===== src/core/sdr_pkg.sv =====
// package for the steering diagnostic readout block
package sdr_pkg;

    // --------------------------------------------------------------
    // selector codes
    // --------------------------------------------------------------
    localparam logic [3:0] SEL_ACQUIRE = 4'h0;
    localparam logic [3:0] SEL_IDLE_TEST = 4'hA;
    localparam logic [3:0] SEL_ALARM_HOLD = 4'hB;
    localparam logic [3:0] SEL_FINE_ROUTE = 4'hC;
    localparam logic [3:0] SEL_SECOND_WIPER = 4'hD;
    localparam logic [3:0] SEL_ALARM_KEY = 4'hE;
    localparam logic [3:0] SEL_DEFAULT = 4'hF;

    // --------------------------------------------------------------
    // register map (word indices times four)
    // --------------------------------------------------------------
    localparam logic [7:0] ADDR_CTRL = 8'h00;
    localparam logic [7:0] ADDR_LIMITS = 8'h04;
    localparam logic [7:0] ADDR_THRESH = 8'h08;
    localparam logic [7:0] ADDR_STATUS = 8'h0C;
    localparam logic [7:0] ADDR_SLOPE = 8'h10;
    localparam logic [7:0] ADDR_ANGLE = 8'h14;
    localparam logic [7:0] ADDR_CAPTURE = 8'h18;
    localparam logic [7:0] ADDR_REVS = 8'h1C;
    localparam logic [7:0] ADDR_FLUX = 8'h20;
    localparam logic [7:0] ADDR_QUAD = 8'h24;

    // ctrl field positions
    localparam int CTRL_SEL_LSB = 0;
    localparam int CTRL_SAVE_BIT = 4;
    localparam int CTRL_CHOICE_LSB = 5;
    localparam int CTRL_LIMOPT_BIT = 8;
    localparam int CTRL_BUS_BIT = 9;
    localparam int CTRL_FINE_BIT = 10;
    localparam int CTRL_ACQDONE_BIT = 11;
    localparam int CTRL_CENTER_BIT = 12;
    localparam int CTRL_ONEHOT_BIT = 13;
    localparam int CTRL_COARSE1_LSB = 16;
    localparam int CTRL_COARSE2_LSB = 20;

    localparam logic [31:0] CTRL_RESET = 32'h0000_000F;
    localparam logic [3:0] COARSE_OFF = 4'h9;

    // --------------------------------------------------------------
    // quadrant codes: 10-bit counts of a 5 V range
    // --------------------------------------------------------------
    localparam logic [9:0] QUAD_0_90 = 10'h281;
    localparam logic [9:0] QUAD_90_180 = 10'h384;
    localparam logic [9:0] QUAD_M180_M90 = 10'h07F;
    localparam logic [9:0] QUAD_M90_0 = 10'h181;

    // --------------------------------------------------------------
    // slope monitor
    // --------------------------------------------------------------
    localparam int CLK_MHZ = 250;
    localparam int SLOPE_MS = 16;
    localparam int SLOPE_CYCLES = SLOPE_MS * 1000 * CLK_MHZ;
    localparam logic [10:0] JERK_LIMIT = 11'h03D;
    localparam logic [10:0] CMD_BASE = 11'h03D;
    localparam logic [10:0] CMD_STEP = 11'h012;
    localparam logic [10:0] CMD_TOP = 11'h19A;
    localparam logic [3:0] CMD_TOP_LEVEL = 4'h9;

    // encoder counts scaled: 2^5 counts is one reading count
    localparam int REV_SHIFT = 5;

    typedef struct packed {
        logic [9:0] primary;
        logic [9:0] secondary;
        logic [9:0] feedback;
        logic [9:0] fine;
    } sdr_adc_t;

    typedef struct packed {
        logic stuck;
        logic pot_stuck;
        logic stall;
        logic mismatch;
    } sdr_alarm_t;

endpackage : sdr_pkg


===== src/core/sdr_readout.sv =====
// steering diagnostic readout: selector decode and status readings
//
// Functional notes
// - selector 0 acquires offsets, then reverts 15
// - selector 10 runs idle test until saved
// - selector 11 masks stuck, stall alarms; mismatch too with bit 13 set
// - selector 12 reads set point from fine input
// - selector 13 reads secondary command wiper
// - selector 14 masks alarms until key cycle
// - 15 default; 1 to 9 have no effect
// - quadrant reading encodes sector as fixed voltage
// - flux frequency between nominal and 1.33 times
// - end switch reads on while pin low
// - upper limit flag above upper limit
// - lower limit flag below lower limit
// - centering flag on during auto centering
// - wheel angle zeroed at straight-ahead edge
// - slope source chosen by selector value
// - slope is difference of samples 16 ms apart
// - one count is 5/1024 V per interval
// - feedback jerk alarm above 61 counts
// - choice 3 captures pot at first falling edge
// - choice 4 counts encoder between falling edges
// - travel demand from pin or bus setting
// - fine conversion flag on with fine input
// - command fault threshold from 0-9 level
//
// The address-and-strobe port and the register offsets were decided locally.
`timescale 1ns/1ps
module sdr_readout
    import sdr_pkg::*;
#(
    parameter int SLOPE_TICKS = sdr_pkg::SLOPE_CYCLES
)
(
    // clock and reset
    input wire logic mclk,
    input wire logic srst,
    // register port
    input wire logic [7:0] addr,
    input wire logic [31:0] wdata,
    input wire logic wr,
    input wire logic rd,
    output logic [31:0] rdata,
    // converter samples and motor side inputs
    input wire sdr_pkg::sdr_adc_t adc,
    input wire sdr_pkg::sdr_alarm_t alarm_raw,
    input wire logic [15:0] nominal_saturation_frequency,
    input wire logic [7:0] flux_level,
    input wire logic [9:0] feedback_position_reading,
    input wire logic [9:0] upper_limit,
    input wire logic [9:0] lower_limit,
    input wire logic [1:0] sector,
    input wire logic [9:0] expected_pot_at_center,
    input wire logic key_on,
    input wire logic bus_travel,
    // pins
    input wire logic cw_pin_n,
    input wire logic ccw_pin_n,
    input wire logic straight_ahead_switch,
    input wire logic travel_pin,
    input wire logic enc_step,
    input wire logic enc_dir,
    // outputs
    output sdr_pkg::sdr_alarm_t alarm_out,
    output logic idle_test_active,
    output logic acquire_active,
    output logic [9:0] set_point_reading,
    output logic feedback_pot_jerk_alarm,
    output logic command_pot_fault_alarm,
    output logic mismatch_hint
);
    import sdr_pkg::*;

    // ----------------------------------------------------------------
    // pin synchronisers
    // ----------------------------------------------------------------
    logic [6:0] pin_s1_reg;
    logic [6:0] pin_s2_reg;
    logic [6:0] pins_in;
    assign pins_in = {travel_pin, enc_dir, enc_step, straight_ahead_switch,
                      ccw_pin_n, cw_pin_n, key_on};
    always_ff @(posedge mclk)
    begin
        if (srst)
        begin
            // idle pin levels, so leaving reset makes no false edge
            pin_s1_reg <= 7'h0F;
            pin_s2_reg <= 7'h0F;
        end
        else
        begin
            pin_s1_reg <= pins_in;
            pin_s2_reg <= pin_s1_reg;
        end
    end
    wire key_s = pin_s2_reg[0];
    wire cw_n_s = pin_s2_reg[1];
    wire ccw_n_s = pin_s2_reg[2];
    wire sw_s = pin_s2_reg[3];
    wire step_s = pin_s2_reg[4];
    wire dir_s = pin_s2_reg[5];
    wire travel_s = pin_s2_reg[6];

    logic key_d_reg;
    logic sw_d_reg;
    logic step_d_reg;
    always_ff @(posedge mclk)
    begin
        if (srst)
        begin
            key_d_reg <= 1'b1;
            sw_d_reg <= 1'b1;
            step_d_reg <= 1'b0;
        end
        else
        begin
            key_d_reg <= key_s;
            sw_d_reg <= sw_s;
            step_d_reg <= step_s;
        end
    end
    wire key_rise = key_s & ~key_d_reg;
    wire sw_fall = sw_d_reg & ~sw_s;
    wire sw_edge = sw_d_reg ^ sw_s;
    wire step_rise = step_s & ~step_d_reg;

    // ----------------------------------------------------------------
    // control register
    // ----------------------------------------------------------------
    logic [31:0] ctrl_reg;
    logic [31:0] ctrl_next;
    logic idle_reg;
    wire wr_ctrl = wr && (addr == ADDR_CTRL);
    wire [3:0] sel = ctrl_reg[CTRL_SEL_LSB +: 4];
    wire [2:0] choice = ctrl_reg[CTRL_CHOICE_LSB +: 3];
    wire [3:0] coarse1 = ctrl_reg[CTRL_COARSE1_LSB +: 4];
    wire [3:0] coarse2 = ctrl_reg[CTRL_COARSE2_LSB +: 4];
    always_comb
    begin
        ctrl_next = ctrl_reg;
        if (wr_ctrl)
            ctrl_next = wdata;
        if (sel == SEL_ACQUIRE && wr && addr == ADDR_LIMITS)
            ctrl_next[CTRL_SEL_LSB +: 4] = SEL_DEFAULT;
        if (sel == SEL_ALARM_KEY && key_rise)
            ctrl_next[CTRL_SEL_LSB +: 4] = SEL_DEFAULT;
        ctrl_next[CTRL_SAVE_BIT] = 1'b0;
        ctrl_next[CTRL_ACQDONE_BIT] = 1'b0;
    end

    always_ff @(posedge mclk)
    begin
        if (srst)
            ctrl_reg <= CTRL_RESET;
        else
            ctrl_reg <= ctrl_next;
    end

    // idle test held until 15 is saved
    always_ff @(posedge mclk)
    begin
        if (srst)
            idle_reg <= 1'b0;
        else if (sel == SEL_IDLE_TEST)
            idle_reg <= 1'b1;
        else if (sel == SEL_DEFAULT && wr_ctrl && wdata[CTRL_SAVE_BIT])
            idle_reg <= 1'b0;
    end
    assign idle_test_active = idle_reg;
    // acquisition request while selector is 0
    assign acquire_active = (sel == SEL_ACQUIRE);

    // ----------------------------------------------------------------
    // alarm masking and routing
    // ----------------------------------------------------------------
    // only listed codes act; 1..9 fall through
    wire mask_hold = (sel == SEL_ALARM_HOLD);
    wire mask_key = (sel == SEL_ALARM_KEY);
    wire toggle_cfg = ctrl_reg[CTRL_ONEHOT_BIT];
    // stuck and stall masked at 11; mismatch too when bit 13 is set
    // pot stuck and stall masked at 14; mismatch too when bit 13 is set
    assign alarm_out.stuck = alarm_raw.stuck & ~mask_hold;
    assign alarm_out.pot_stuck = alarm_raw.pot_stuck & ~mask_key;
    assign alarm_out.stall = alarm_raw.stall & ~(mask_hold | mask_key);
    assign alarm_out.mismatch = alarm_raw.mismatch
        & ~((mask_hold | mask_key) & toggle_cfg);

    // fine input route; secondary wiper route
    wire fine_sel = (sel == SEL_FINE_ROUTE);
    wire [9:0] sp_src = fine_sel ? adc.fine
        : (sel == SEL_SECOND_WIPER) ? adc.secondary : adc.primary;
    logic [9:0] sp_reg;
    always_ff @(posedge mclk)
    begin
        if (srst)
            sp_reg <= 10'h000;
        else
            sp_reg <= sp_src;
    end
    assign set_point_reading = sp_reg;
    // fine flag from route or setting
    wire fine_flag = fine_sel | ctrl_reg[CTRL_FINE_BIT];

    // ----------------------------------------------------------------
    // slope monitor
    // ----------------------------------------------------------------
    function automatic logic [10:0] mag(input logic [10:0] d);
        mag = d[10] ? 11'(-d) : d;
    endfunction : mag

    wire [9:0] slope_src = fine_sel ? adc.secondary
        : (sel == SEL_SECOND_WIPER) ? adc.feedback : adc.primary;
    logic [31:0] tick_reg;
    logic [9:0] prev_src_reg;
    logic [9:0] prev_fb_reg;
    logic [9:0] prev_sec_reg;
    logic [9:0] prev_pri_reg;
    logic [10:0] slope_reg;
    logic [10:0] peak_reg;
    logic jerk_reg;
    logic cmd_fault_reg;
    wire tick = (tick_reg == 32'(SLOPE_TICKS - 1));
    wire peak_clr = rd && (addr == ADDR_SLOPE);
    wire [10:0] d_src = 11'({1'b0, slope_src}) - 11'({1'b0, prev_src_reg});
    wire [10:0] d_fb = 11'({1'b0, adc.feedback}) - 11'({1'b0, prev_fb_reg});
    // own history, so a selector change raises no false command fault
    wire [10:0] d_pri = 11'({1'b0, adc.primary}) - 11'({1'b0, prev_pri_reg});
    wire [10:0] d_sec = 11'({1'b0, adc.secondary})
        - 11'({1'b0, prev_sec_reg});
    wire [3:0] cmd_level = wdata[3:0];
    logic [3:0] cmd_level_reg;
    wire [10:0] cmd_limit = (cmd_level_reg >= CMD_TOP_LEVEL) ? CMD_TOP
        : 11'(CMD_BASE + CMD_STEP * 11'(cmd_level_reg));

    always_ff @(posedge mclk)
    begin
        if (srst)
            cmd_level_reg <= CMD_TOP_LEVEL;
        else if (wr && addr == ADDR_THRESH)
            cmd_level_reg <= cmd_level;
    end

    always_ff @(posedge mclk)
    begin
        if (srst)
        begin
            tick_reg <= 32'h0000_0000;
            prev_src_reg <= 10'h000;
            prev_fb_reg <= 10'h000;
            prev_sec_reg <= 10'h000;
            prev_pri_reg <= 10'h000;
            slope_reg <= 11'h000;
            peak_reg <= 11'h000;
            jerk_reg <= 1'b0;
            cmd_fault_reg <= 1'b0;
        end
        else
        begin
            tick_reg <= tick ? 32'h0000_0000 : tick_reg + 32'h0000_0001;
            if (peak_clr)
                peak_reg <= 11'h000;
            if (tick)
            begin
                prev_src_reg <= slope_src;
                prev_pri_reg <= adc.primary;
                prev_fb_reg <= adc.feedback;
                prev_sec_reg <= adc.secondary;
                slope_reg <= d_src;
                // a fresh sample wins over a read clear
                if (peak_clr || mag(d_src) > peak_reg)
                    peak_reg <= mag(d_src);
                // fixed jerk limit on feedback pot
                jerk_reg <= (mag(d_fb) > JERK_LIMIT);
                cmd_fault_reg <= (sel != SEL_FINE_ROUTE
                    && sel != SEL_SECOND_WIPER
                    && mag(d_pri) > cmd_limit)
                    || (mag(d_sec) > cmd_limit);
            end
        end
    end
    assign feedback_pot_jerk_alarm = jerk_reg;
    assign command_pot_fault_alarm = cmd_fault_reg;

    // ----------------------------------------------------------------
    // angle, limits, capture and revolution count
    // ----------------------------------------------------------------
    // limitation enable by sensor choice
    wire lim_en = (choice == 3'd4)
        ? ((coarse1 < COARSE_OFF) || (coarse2 < COARSE_OFF))
        : ctrl_reg[CTRL_LIMOPT_BIT];
    wire upper_limit_flag = lim_en && (feedback_position_reading > upper_limit);
    wire lower_limit_flag = lim_en && (feedback_position_reading < lower_limit);

    logic [15:0] angle_reg;
    logic [15:0] rev_cnt_reg;
    logic [15:0] revs_reg;
    logic [9:0] capture_reg;
    logic captured_reg;
    logic rev_armed_reg;
    wire [15:0] step_delta = dir_s ? 16'hFFFF : 16'h0001;
    always_ff @(posedge mclk)
    begin
        if (srst)
        begin
            angle_reg <= 16'h0000;
            rev_cnt_reg <= 16'h0000;
            revs_reg <= 16'h0000;
            capture_reg <= 10'h000;
            captured_reg <= 1'b0;
            rev_armed_reg <= 1'b0;
        end
        else
        begin
            if (sw_edge)
                angle_reg <= 16'h0000;
            else if (step_rise)
                angle_reg <= angle_reg + step_delta;
            if (choice == 3'd3 && sw_fall && !captured_reg)
            begin
                capture_reg <= adc.feedback;
                captured_reg <= 1'b1;
            end
            if (choice == 3'd4 && sw_fall)
            begin
                if (rev_armed_reg)
                    revs_reg <= rev_cnt_reg;
                rev_armed_reg <= 1'b1;
                rev_cnt_reg <= 16'h0000;
            end
            else if (step_rise)
                rev_cnt_reg <= rev_cnt_reg + step_delta;
        end
    end
    assign mismatch_hint = captured_reg
        && (capture_reg != expected_pot_at_center);

    // ----------------------------------------------------------------
    // readings and read port
    // ----------------------------------------------------------------
    // sector code
    wire [9:0] quad = (sector == 2'd0) ? QUAD_0_90
        : (sector == 2'd1) ? QUAD_90_180
        : (sector == 2'd2) ? QUAD_M180_M90 : QUAD_M90_0;
    // nominal plus up to a third as flux drops
    wire [23:0] flux_prod = 24'(nominal_saturation_frequency)
        * 24'(8'hFF - flux_level);
    wire [17:0] flux_freq = 18'(nominal_saturation_frequency)
        + 18'(flux_prod / 24'd765);
    wire cw_end_switch_state = ~cw_n_s;
    wire ccw_end_switch_state = ~ccw_n_s;
    wire centering_active_flag = ctrl_reg[CTRL_CENTER_BIT];
    wire travel_demand_state = ctrl_reg[CTRL_BUS_BIT] ? bus_travel : travel_s;
    wire [15:0] counts_per_revolution = 16'(revs_reg >> REV_SHIFT);

    wire [31:0] status = {23'h0, fine_flag, travel_demand_state,
        centering_active_flag, lower_limit_flag, upper_limit_flag,
        ccw_end_switch_state, cw_end_switch_state, jerk_reg, cmd_fault_reg};
    logic [31:0] rsel;
    always_comb
    begin
        unique case (addr)
            ADDR_CTRL: rsel = ctrl_reg;
            ADDR_THRESH: rsel = {28'h0, cmd_level_reg};
            ADDR_STATUS: rsel = status;
            ADDR_SLOPE: rsel = {5'h0, peak_reg, 5'h0, slope_reg};
            ADDR_ANGLE: rsel = {16'h0, angle_reg};
            ADDR_CAPTURE: rsel = {22'h0, capture_reg};
            ADDR_REVS: rsel = {16'h0, counts_per_revolution};
            ADDR_FLUX: rsel = {14'h0, flux_freq};
            ADDR_QUAD: rsel = {22'h0, quad};
            default: rsel = 32'h0000_0000;
        endcase
    end
    always_ff @(posedge mclk)
    begin
        if (srst)
            rdata <= 32'h0000_0000;
        else
            rdata <= rd ? rsel : 32'h0000_0000;
    end

    // ----------------------------------------------------------------
    // checks
    // ----------------------------------------------------------------
    a_hold_mask: assert property (@(posedge mclk) disable iff (srst)
        (sel == SEL_ALARM_HOLD) |-> !alarm_out.stuck && !alarm_out.stall)
        else $error("alarm not masked at selector 11");
    a_key_revert: assert property (@(posedge mclk) disable iff (srst)
        (sel == SEL_ALARM_KEY && key_rise) |=> (sel == SEL_DEFAULT))
        else $error("selector 14 did not revert on key");
    a_sp_route: assert property (@(posedge mclk) disable iff (srst)
        (sel == SEL_SECOND_WIPER) |=> set_point_reading == $past(adc.secondary))
        else $error("set point not from secondary wiper");
    a_idle_hold: assert property (@(posedge mclk) disable iff (srst)
        (idle_test_active && !(wr_ctrl && wdata[CTRL_SAVE_BIT]))
        |=> idle_test_active)
        else $error("idle test dropped without save");
    a_jerk_flag: assert property (@(posedge mclk) disable iff (srst)
        tick |=> jerk_reg == (mag($past(d_fb)) > 11'h03D))
        else $error("jerk flag wrong");
    a_end_switch: assert property (@(posedge mclk) disable iff (srst)
        !cw_pin_n [*3] |-> cw_end_switch_state)
        else $error("cw switch not on");
    a_angle_zero: assert property (@(posedge mclk) disable iff (srst)
        sw_edge |=> angle_reg == 16'h0000)
        else $error("angle not zeroed");
    a_fine_flag: assert property (@(posedge mclk) disable iff (srst)
        (sel == SEL_FINE_ROUTE) |-> status[8])
        else $error("fine flag off");
    a_read_zero: assert property (@(posedge mclk) disable iff (srst)
        !rd |=> rdata == 32'h0000_0000)
        else $error("read data outside read");

endmodule : sdr_readout


===== config.mk =====
export PLATFORM = sky130hd
export DESIGN_NAME = sdr_readout
export DESIGN_NICKNAME = d
export VERILOG_FILES = /design/src/core/sdr_pkg.sv /design/src/core/sdr_readout.sv
export SDC_FILE = /design/constraint.sdc
export NUM_CORES = 1
export LEC_CHECK = 0
export ABC_CLOCK_PERIOD_IN_PS = 50400
export BUFFER_PORTS_ARGS = -buffer_cell sky130_fd_sc_hd__buf_4
export CAP_MARGIN = 20
export CORE_MARGIN = 3
export CORE_UTILIZATION = 67
export DETAILED_ROUTE_END_ITERATION = 10
export GPL_TIMING_DRIVEN = 0
export PLACE_DENSITY = 0.92
export SLEW_MARGIN = 5
export SYNTH_ARGS = -nofsm -noshare
export SYNTH_HDL_FRONTEND = slang
export SYNTH_SLANG_ARGS = --single-unit

===== constraint.sdc =====
create_clock -name mclk -period 50.4 [get_ports mclk]
set_input_delay 5.04 -clock mclk [delete_from_list [all_inputs] [get_ports mclk]]
set_output_delay 5.04 -clock mclk [all_outputs]
set_load 0.05 [all_outputs]

# After elaboration in Yosys (flattened, before gate mapping)
# Index checks and enable logic that the tools add are counted.
dict set report totals {
  ff_bits 252
  latchBits 0
  mem_bits_rw 0
  romBits 0
  in_bits 162
  output_inout_bits 51
  elab_cells 148
  memories 0
}
dict set report classes {
  add_sub_neg 14
  multipliers 2
  n_div 1
  order_cmp 9
  eq_ne 23
  n_shift 0
  muxes 21
  bitwise 21
  n_reduce_logical 30
}
# cell count
set ops {}
lappend ops {{32-bit case mux with 9 select lines} 1}
lappend ops {{11-bit two-way mux} 7}
lappend ops {{10-bit two-way mux} 7}
lappend ops {{11-bit negation} 4}
lappend ops {{10-bit by 10-bit subtractor with 11-bit output} 4}
lappend ops {{16-bit adder} 2}
lappend ops {{32-bit by 1-bit adder with 32-bit output, second input constant} 1}
lappend ops {{32-bit by 22-bit equality test with 1-bit output, second input constant} 1}
lappend ops {{8-bit by 5-bit equality test with 1-bit output, second input constant} 4}
lappend ops {{24-bit by 10-bit divider with 24-bit output, second input constant} 1}
lappend ops {{4-bit equality test, second input constant} 6}
lappend ops {{17-bit by 9-bit multiplier with 24-bit output} 1}
lappend ops {{11-bit by 10-bit > comparator with 1-bit output} 2}
lappend ops {{16-bit by 18-bit adder with 18-bit output} 1}
lappend ops {{8-bit by 4-bit equality test with 1-bit output, second input constant} 2}
lappend ops {{8-bit by 6-bit equality test with 1-bit output, second input constant} 2}
lappend ops {{1-bit logical AND} 16}
lappend ops {{16-bit two-way mux} 1}
lappend ops {{11-bit > comparator} 1}
lappend ops {{11-bit by 6-bit > comparator with 1-bit output, second input constant} 1}
lappend ops {{6-bit by 9-bit adder with 10-bit output, first input constant} 1}
lappend ops {{10-bit > comparator} 1}
lappend ops {{10-bit < comparator} 1}
lappend ops {{10-bit != test} 1}
lappend ops {{25 further kinds} 52}

# Logic depth before layout (Yosys ltp)
# Gate-level depths: netlist of the first run.
dict set report depth {
  depth_word 10
  ltp_mapped 88
  depth_no_buf 79
}

# Worst setup path before layout of the first run
# No wires, ideal clock.
dict set report synth_timing {
  path_kind {in2reg}
  start {in flux_level[5]}
  end {reg rdata[14]}
  setup_ns 0.128
  arrival_time_ns 22.509
  t_required_ns 50.272
  setup_slack_ns 27.764
  path_stages 81
  path_buffers 6
  cell_sequence {clkbuf_1 > nand2b_1 > fa_1 > fa_1 > inv_1 > fa_1 > inv_1 > fa_1 > inv_1 > ha_1 > a21oi_1 > o21ai_4 > a211oi_2 > xnor2_2 > o211ai_2 > nor4_4 > a21oi_2 > o211a_1 > [45 not listed] > ha_1 > fa_1 > a21o_1 > a21o_1 > a21oi_1 > nor2_1 > nor2_1 > o21bai_1 > a21oi_1 > o21bai_1 > a21oi_1 > o21bai_1 > a21oi_1 > o21bai_1 > a21oi_1 > xnor2_1 > a222oi_1 > nor2_1}
}
dict set report synth_between {
  elab_chain_len 5
}
# element line
set synth_lines {}
lappend synth_lines {{start: declaration} sdr_readout.sv:49} ;# input wire logic [7:0] flux_level,
lappend synth_lines {{8-bit by 8-bit subtractor with 9-bit output} sdr_readout.sv:347} ;# * 24'(8'hFF - flux_level);
lappend synth_lines {{17-bit by 9-bit multiplier with 24-bit output} sdr_readout.sv:347}
lappend synth_lines {{24-bit by 10-bit divider with 24-bit output} sdr_readout.sv:349} ;# + 18'(flux_prod / 24'd765);
lappend synth_lines {{16-bit by 18-bit adder with 18-bit output} sdr_readout.sv:349}
lappend synth_lines {{32-bit case mux with 9 select lines} sdr_readout.sv:362} ;# unique case (addr)
lappend synth_lines {{end signal: assignment} sdr_readout.sv:380} ;# rdata <= rd ? rsel : 32'h0000_0000;
lappend synth_lines {{end: declaration} sdr_readout.sv:44} ;# output logic [31:0] rdata,
# Every way passes these cells.
# A chain may end at the register's enable or synchronous reset.

# Worst setup path in the final report of the first run
dict set report layout_timing {
  start {in flux_level[4]}
  end {reg rdata[14]}
}
# Same word-level chain as after synthesis.

==> results, run 1 <==
- The flow ran to the end, and the final reports show no timing, DRC or antenna violations.
- After global routing, the most crowded layer is met2.
- The top-level port count is 213.
- The number of different library cells used by synthesis comes to 121.
- The arrival time at the worst endpoint is 26420 ps.
- Port buffering added 209 buffers.
- Summing all flip-flop and latch instances after layout gives 4905 µm².
- Sequential cells were found to cover 19.33% of the synthesized design area.
- Timing would allow up to 38.48 MHz.
- The effective utilization at floorplan is 68.64%.
- Once detail routing completed, the nets flagged for antenna violations numbered 0.
- The met1 track demand over resource in global routing is 47.27%.
- The cell at the slowest stage of the critical path is nor4_4.
- The final number of max-transition violations is 0.
- The final route contains 26120 vias.
- Clock-pin slew was measured on the worst setup and hold paths at 60 ps.
- Counting flops and latches in the post-synthesis netlist gives 245.
- The H-tree depth is 1.
- The area of the multi-input gates is 19180 µm².
- The die area is 40230 µm².
- Setup repair after global routing left no endpoint under its margin.
- The fraction of met2 tracks used by global routing is 65.72%.
- The timing startpoint of the critical path is flux_level[4].
- The fraction of met3 tracks used by global routing is 6.713%.
- The startpoint kind of the worst setup timing path is an input pin.
- Of all flip-flops after synthesis, the portion carrying an async set or reset was 0%.
- Summed over all nets, the half-perimeter wirelength after detailed placement is 63420 µm.
- The number of global-route vias before repair came to 25800.
- The final setup violation count is 0.
- The number of warnings printed during yosys synthesis is 0.
- The first-pass GRT wire length is 129100 µm.
- OpenSTA, run right after detailed placement, puts the worst setup slack at 24540 ps.
- Across the routed clock network, the largest skew measured is 20.54 ps.
- The delay contributed by the slowest stage of the critical path is 670 ps.
- The filler cells instantiated in the layout total 2692.
- The mean routed wirelength per cell is 20.18 µm.
- The final-stage net count is 3931.
- The critical path in this run is classified as input pin to flop.
- At the pin with the least slew margin, the transition time is 1012 ps.
- The number of core rows is 70.
- Dividing the detail-routed via count by the number of cells gives 6.533.
- The x dimension of the die is 200.6 µm.
- The area of the placeable core is 36960 µm².
- For this design, the CTS-stage hold fixing added 0 buffers.
- At the end of routability-driven placement, the weighted congestion stood at 0.9920.
- The final setup TNS is 0 ps.
- The worst flop-to-flop path startpoint is ctrl_reg[2]$_SDFFE_PP1P_.
- The end-of-flow core utilization is 77.26%.
- Once the clock tree was built, the resizer swapped 0 gates to a different size.
- After detailed routing, the number of remaining DRC violations is 0.
- Of the cells placed in the final design, the portion with a size suffix greater than 1 is 11.85%.
- The most instantiated flip-flop cell in the synthesis netlist is dfxtp_1.
- Of all nets on the critical path, the largest fanout is 10.
- Measured against its own limit, the worst slew margin works out to 31.93%.
- The post-synthesis cell area is 25370 µm².
- After layout, the worst path uses 51.57% of the clock period.
- The number of buffers on the longest clock path is 3.
- The number of DRC violations after detailed-routing iteration 0 is 2603.
- The synthesized design contains 0 enable-type register cells.
- The total overflow left after global routing is 0.
- Post-CTS timing repair inserted 0 buffers for setup.
- The mean cell area of the mapped netlist is 7.849 µm².
- From synthesis to final layout, the design area changed by 12.57%.
- Across every metal layer, demand over resource in global routing totals 38.21%.
- The number of antenna diodes is 0.
- The cell area after layout is 28560 µm².
- The die is 200.6 µm tall.
- Once routing completed, OpenROAD measured the worst setup slack at 24410 ps.
- The final period demand of the worst path is 25990 ps.
- The final hold violation count came to 0.
- The required time of the critical path is 50830 ps.
- After detailed placement, the total cell area comes to 27600 µm².
- The initial antenna violation count is 0.
- The routed design has 80680 µm of wire.
- In this run the clock root is driven by a clkbuf_16.
- The number of cells produced by synthesis is 3232.
- The detailed-routing iteration count for the pre-antenna-repair pass is 8.
- The startpoint of the tightest hold check path is pin_s1_reg[1]$_SDFF_PP1_.
- Clock tree synthesis found a total of 245 sinks.
- The maximum number of pins on one net before global-route repair is 16.
- TritonCTS built the clock tree.
- The worst setup path is captured at a flop.
- The number of max-capacitance violations reported is 0.
- The later-pin clock latency in the skew report is 560 ps.
- The tightest min-delay check is of the flop to flop type.
- The number of buffers added by the clock tree synthesis step is 27.
-- logic make-up after synthesis --
kind of cell | share of synthesized area, %
AND/OR/NAND/NOR | 23.97
AO/OA/AOI/OAI | 23.15
other | 0.01478
XOR/XNOR | 7.813
multiplexers | 3.157
buffers and inverters | 5.085
flip-flops | 19.33
adder cells (fa/ha/maj) | 17.48
-- Yosys cell counts (all sizes together) (7+ instances only) --
master / n / area share, %
inv: 213 / 3.2
clkbuf: 89 / 1.3
nor4: 27 / 0.87
and4: 13 / 0.45
xor2: 83 / 2.9
a222oi: 11 / 0.43
a21o: 61 / 1.8
and3: 33 / 0.81
ha: 204 / 10
dfxtp: 245 / 19
nand3: 84 / 1.7
nand4: 38 / 1.0
a21oi: 299 / 6.0
o31ai: 11 / 0.35
xnor2: 139 / 4.9
a22oi: 26 / 0.82
a311oi: 8 / 0.49
fa: 92 / 7.3
nand4b: 7 / 0.24
nand2: 386 / 5.8
nor4b: 7 / 0.30
nor2: 244 / 3.6
nor2b: 125 / 3.1
a21boi: 9 / 0.27
nand2b: 77 / 1.9
a211o: 13 / 0.48
mux2: 18 / 0.81
o311a: 8 / 0.32
o21a: 24 / 0.71
or2: 21 / 0.52
o221ai: 7 / 0.24
a211oi: 41 / 1.5
and2: 33 / 0.82
nor3: 65 / 1.4
buf: 30 / 0.62
o22ai: 7 / 0.20
a221oi: 9 / 0.31
o211ai: 35 / 1.1
o311ai: 8 / 0.37
o21bai: 43 / 1.3
a31oi: 30 / 0.94
nand3b: 9 / 0.28
o21ai: 121 / 2.5
mux2i: 59 / 2.3
or3: 20 / 0.49
-- placed cells by master (no fill, tap or decap), types with 92 or more instances in the layout --
cell / count
xnor2_1: 134
inv_1: 208
dfxtp_1: 245
nor2_1: 243
nor2b_1: 125
a21oi_1: 290
fa_1: 92
clkbuf_1: 93
ha_1: 204
buf_4: 213
nand2_1: 382
-- path summary, 6_finish.rpt --
kind	endpoint	slack, ps	cells past startpoint
max reg2reg	peak_reg[4]$_SDFF_PP0_	43080	35
max	rdata[14]$_SDFF_PP0_	24410	79
min	pin_s2_reg[1]$_SDFF_PP1_	420	1
min reg2reg	pin_s2_reg[1]$_SDFF_PP1_	420	1
-- stage by stage --
stage / std cells / hold WS [ps]
5_1_grt: 3998 / 429.5
3_3_place_gp: 3946 / 396.5
3_5_place_dp: 3948 / 400.5
6_report: 3998 / 420.9
2_1_floorplan: 3233 / 389.5
4_1_cts: 3998 / 417.6
-- worst max-delay path: cells and delay by family --
family          cells  cell delay, ps
simple gates       20            5030
compound gates     37            9760
fa+ha+maj           8            3120
buf+inv             8            1340
xor+xnor            3             730
mux                 3            1360
-- final cells by class --
cell class | count | share of cell area (%)
multi-input combinational | 2656 | 67.17
sequential | 245 | 17.17
timing repair buffer | 211 | 5.573
inverter | 213 | 2.800
clock buffer | 32 | 2.467
tap | 504 | 2.208
buffer | 119 | 1.717
clock inverter | 18 | 0.8850
-- metal layers --
layer  part of all wire [%]  vias to the layer above
li1                       -                    11940
met1                     38                    12350
met2                     47                     1515
met3                    9.9                      318
met4                    5.1                        0
met5                      0                        -
Power of run 1 is not shown: default switching activity piles up to over one toggle a cycle in this logic, so the estimate is an artifact.
==> inputs of run 2 (changes only) <==
--- a/config.mk
+++ b/config.mk
@@ -5,14 +5,15 @@
 export SDC_FILE = /design/constraint.sdc
 export NUM_CORES = 1
 export LEC_CHECK = 0
-export ABC_CLOCK_PERIOD_IN_PS = 50400
+export ABC_AREA = 1
+export ABC_CLOCK_PERIOD_IN_PS = 23400
 export BUFFER_PORTS_ARGS = -buffer_cell sky130_fd_sc_hd__buf_4
 export CAP_MARGIN = 20
 export CORE_MARGIN = 3
-export CORE_UTILIZATION = 67
+export CORE_UTILIZATION = 57
 export DETAILED_ROUTE_END_ITERATION = 10
 export GPL_TIMING_DRIVEN = 0
-export PLACE_DENSITY = 0.92
+export PLACE_DENSITY = 0.83
 export SLEW_MARGIN = 5
 export SYNTH_ARGS = -nofsm -noshare
 export SYNTH_HDL_FRONTEND = slang
==> constraint.sdc (replaced) <==
create_clock -name mclk -period 23.4 [get_ports mclk]
set_input_delay 2.34 -clock mclk [delete_from_list [all_inputs] [get_ports mclk]]
set_output_delay 2.34 -clock mclk [all_outputs]
set_load 0.05 [all_outputs]
==> run 2 against run 1 <==
Die area rose by 22%. Core utilization decreased by 12 points. Setup slack worse by 22000 ps. Critical endpoint is now rdata[16]$_SDFF_PP0_.
==> results, run 2 <==
- STA classifies the critical path startpoint as an input pin.
- The post-CTS setup repair buffer count was 0 (unchanged).
- The number of nets still failing antenna checks after routing is 0 (unchanged).
- The fraction of synthesized cell area taken by the top area cell type was 18.51% (-0.82 points).
- The die height came to 221.6 µm (+10%).
- The most instantiated flip-flop cell in the synthesis netlist is dfxtp_1.
- The final hold slack is 404.4 ps (-16.57 ps).
- The number of buffers added by the clock tree synthesis step came to 24 (-11%).
- The cell type with the highest aggregate area in the netlist is dfxtp_1.
- The arrival time at the worst endpoint is 21260 ps (-5160 ps).
- The effective utilization at floorplan was 58.00% (-11 points).
- The most common cell in the netlist is nand2_1.
- The async set or reset register ratio after synthesis came to 0% (unchanged).
- Setup repair after global routing left no endpoint under its margin.
- Timing would allow up to 48.12 MHz.
- The highest net fanout along the worst path is 11 (+1).
- The final cell count without fillers came to 4631 (+16%).
- The top-level port count came to 213 (unchanged).
- The detailed-routing iteration count for the pre-antenna-repair pass came to 7 (-1).
- The final number of max-transition violations is 0 (unchanged).
- The final hold violation count is 0 (unchanged).
- The clock edge transition at the registers on the reported setup and hold paths is 60 ps (about the same).
- The library cell used most frequently in the layout, excluding fill and tap cells, is nand2_1.
- The final setup violation count is 0 (unchanged).
- The min-delay analysis places its worst path in the category flop to flop.
- The count of flip-flops with a built-in enable after synthesis came to 0 (unchanged).
- The endpoint kind of the worst setup timing path is a flop.
- In the layout the commonest cells are nand2_1 (669), inv_1 (577), nor2_1 (427).
- The die area is 49100 µm² (+22%).
- The slowest stage of the critical path belongs to the cell clkbuf_1.
- The global router's overall resource usage is 29.14% (-9.1 points).
- The mean routed wirelength per cell came to 15.98 µm (-21%).
- The HPWL after detailed placement is 60530 µm (-4.6%).
- The initial antenna violation count is 2 (+2).
- The mean cell area of the mapped netlist is 7.005 µm² (-11%).
- The quantity of I/O buffers inserted on ports is 205 (-1.9%).
- The post-cts gate resize count is 0 (unchanged).
- The routability congestion estimate from global placement is 0.9879 (-0.41%).
- The via density per instance is 5.522 (-15%).
- The sequential cell area fraction in the yosys report is 18.51% (-0.82 points).
- Relative to the synthesized area, the layout overhead comes to 11.79%.
- The synthesis-stage register bit count is 245 (unchanged).
- The number of hold buffers added after CTS is 0 (unchanged).
- Of the available clock period, the critical path in the final layout requires 88.82%.
- The overall via count from detail_route is 25570 (-2.1%).
- The required time of the critical path is 23870 ps (-26960 ps).
- The placed instance area is 28800 µm² (+4.4%).
- The area of the placeable core is 45670 µm² (+24%).
- The root cell of the clock tree is clkbuf_16.
- The number of global-route vias before repair is 24310 (-5.8%).
- The number of core rows is 78 (+11%).
- The number of cells produced by synthesis is 3782 (+17%).
- The number of DRC violations after detailed-routing iteration 0 is 1933 (-26%).
- The maximum number of pins on one net before global-route repair is 19 (+3).
- The flow ran to the end, and the final reports show no timing, DRC or antenna violations.
- The later-pin clock latency in the skew report is 540 ps (-20 ps).
- The proportion of layout cells with a drive suffix above 1 is 17.94% (+6.1 points).
- By count the netlist is led by nand2_1 (669), inv_1 (577), nor2_1 (427).
- The H-tree depth is 1 (unchanged).
- The CTS tree is built.
- The type of the worst setup path is input pin to flop.
- The remaining design rule violation count was 0 (unchanged).
- The post-synthesis cell area is 26490 µm² (+4.4%).
- The cell area after layout is 29620 µm² (+3.7%).
- The number of buffers on the longest clock path was 3 (unchanged).
- The clock skew after layout came to 9.062 ps (-11.48 ps).
- The final-stage net count is 4473 (+14%).
- The number of library cell types mapped by synthesis is 78 (-36%).
- The cell count after placement is 4589 (+16%).
- The worst slew margin relative to its limit is 28.84% (-3.1 points).
- The final setup TNS is 0 ps (unchanged).
- The final period demand of the worst path is 20780 ps.
- The total global routing overflow came to 0 (unchanged).
- The routed wire length is 74010 µm (-8.3%).
- Counting stages on the worst path, the most repeated cell is nand2_1.
- The delay contributed by the slowest stage of the critical path is 530 ps (-140 ps).
- After synthesis, the cell types taking the most area are dfxtp_1 (19%), ha_1 (9.6%), nand2_1 (9.5%).
- The number of warnings printed during yosys synthesis is 0 (unchanged).
- The number of clock sinks is 245 (unchanged).
- The first-pass GRT wire length is 120300 µm (-6.8%).
- The transition at the pin with the smallest max-transition slack is 1040 ps (+28.14 ps).
- The number of max-capacitance violations reported is 0 (unchanged).
- The x dimension of the die came to 221.6 µm (+10%).
==> run 2: cell families after synthesis <==
| kind of cell | after synthesis | share of synthesized area [%] |
|---|---|---|
| simple gates | 1818 | 36.43 |
| buf+inv | 719 | 11.19 |
| compound gates | 579 | 13.14 |
| fa+ha+maj | 296 | 16.59 |
| flops | 245 | 18.51 |
| xor+xnor | 123 | 4.095 |
| other cells | 1 | 0.01415 |
| mux | 1 | 0.03778 |
==> run 2: cell type report <==
cell class,instances,area [µm²]
clock inverter,6,108.9
multi-input combinational,2819,18630
inverter,635,2464
antenna,1,2.502
clock buffer,35,703.2
buffer,84,500.5
fill,4065,16060
sequential,245,4905
tap,600,750.7
timing repair buffer,206,1554
==> run 2: worst paths after layout <==
| path | depth (start not counted) | slack, ps | startpoint | end |
|---|---|---|---|---|
| worst max-delay path | 144 | 2620 | flux_level[5] | rdata[16]$_SDFF_PP0_ |
| worst min register to register | 2 | 400 | pin_s1_reg[4]$_SDFF_PP0_ | pin_s2_reg[4]$_SDFF_PP0_ |
| worst min-delay path | 2 | 400 | pin_s1_reg[4]$_SDFF_PP0_ | pin_s2_reg[4]$_SDFF_PP0_ |
| worst max register to register | 38 | 15970 | ctrl_reg[2]$_SDFFE_PP1P_ | peak_reg[3]$_SDFF_PP0_ |
==> run 2: worst max-delay path, delay by kind of cell <==
family	cells	cell delay, ps
fa+ha+maj	8	2900
compound gates	14	2230
simple gates	96	10040
buf+inv	25	3490
xor+xnor	1	170
==> run 2: per-stage QoR <==
step	utilization [%]	worst slack (ps)
2_1_floorplan	-	5027
3_3_place_gp	63.03	2503
3_5_place_dp	63.06	2257
4_1_cts	64.84	2750
5_1_grt	64.84	951.8
6_report	64.84	2617
==> run 2: per-layer routing <==
layer  track usage (%)  part of all wire, %  vias up
met3             4.104                  7.2      242
met4             12.57                  4.7        2
met5                 0                0.018        -
met2             50.39                   47     1019
met1             36.27                   41    11690
li1                  -                    -    12620
Power of run 2 is left out for the same reason.
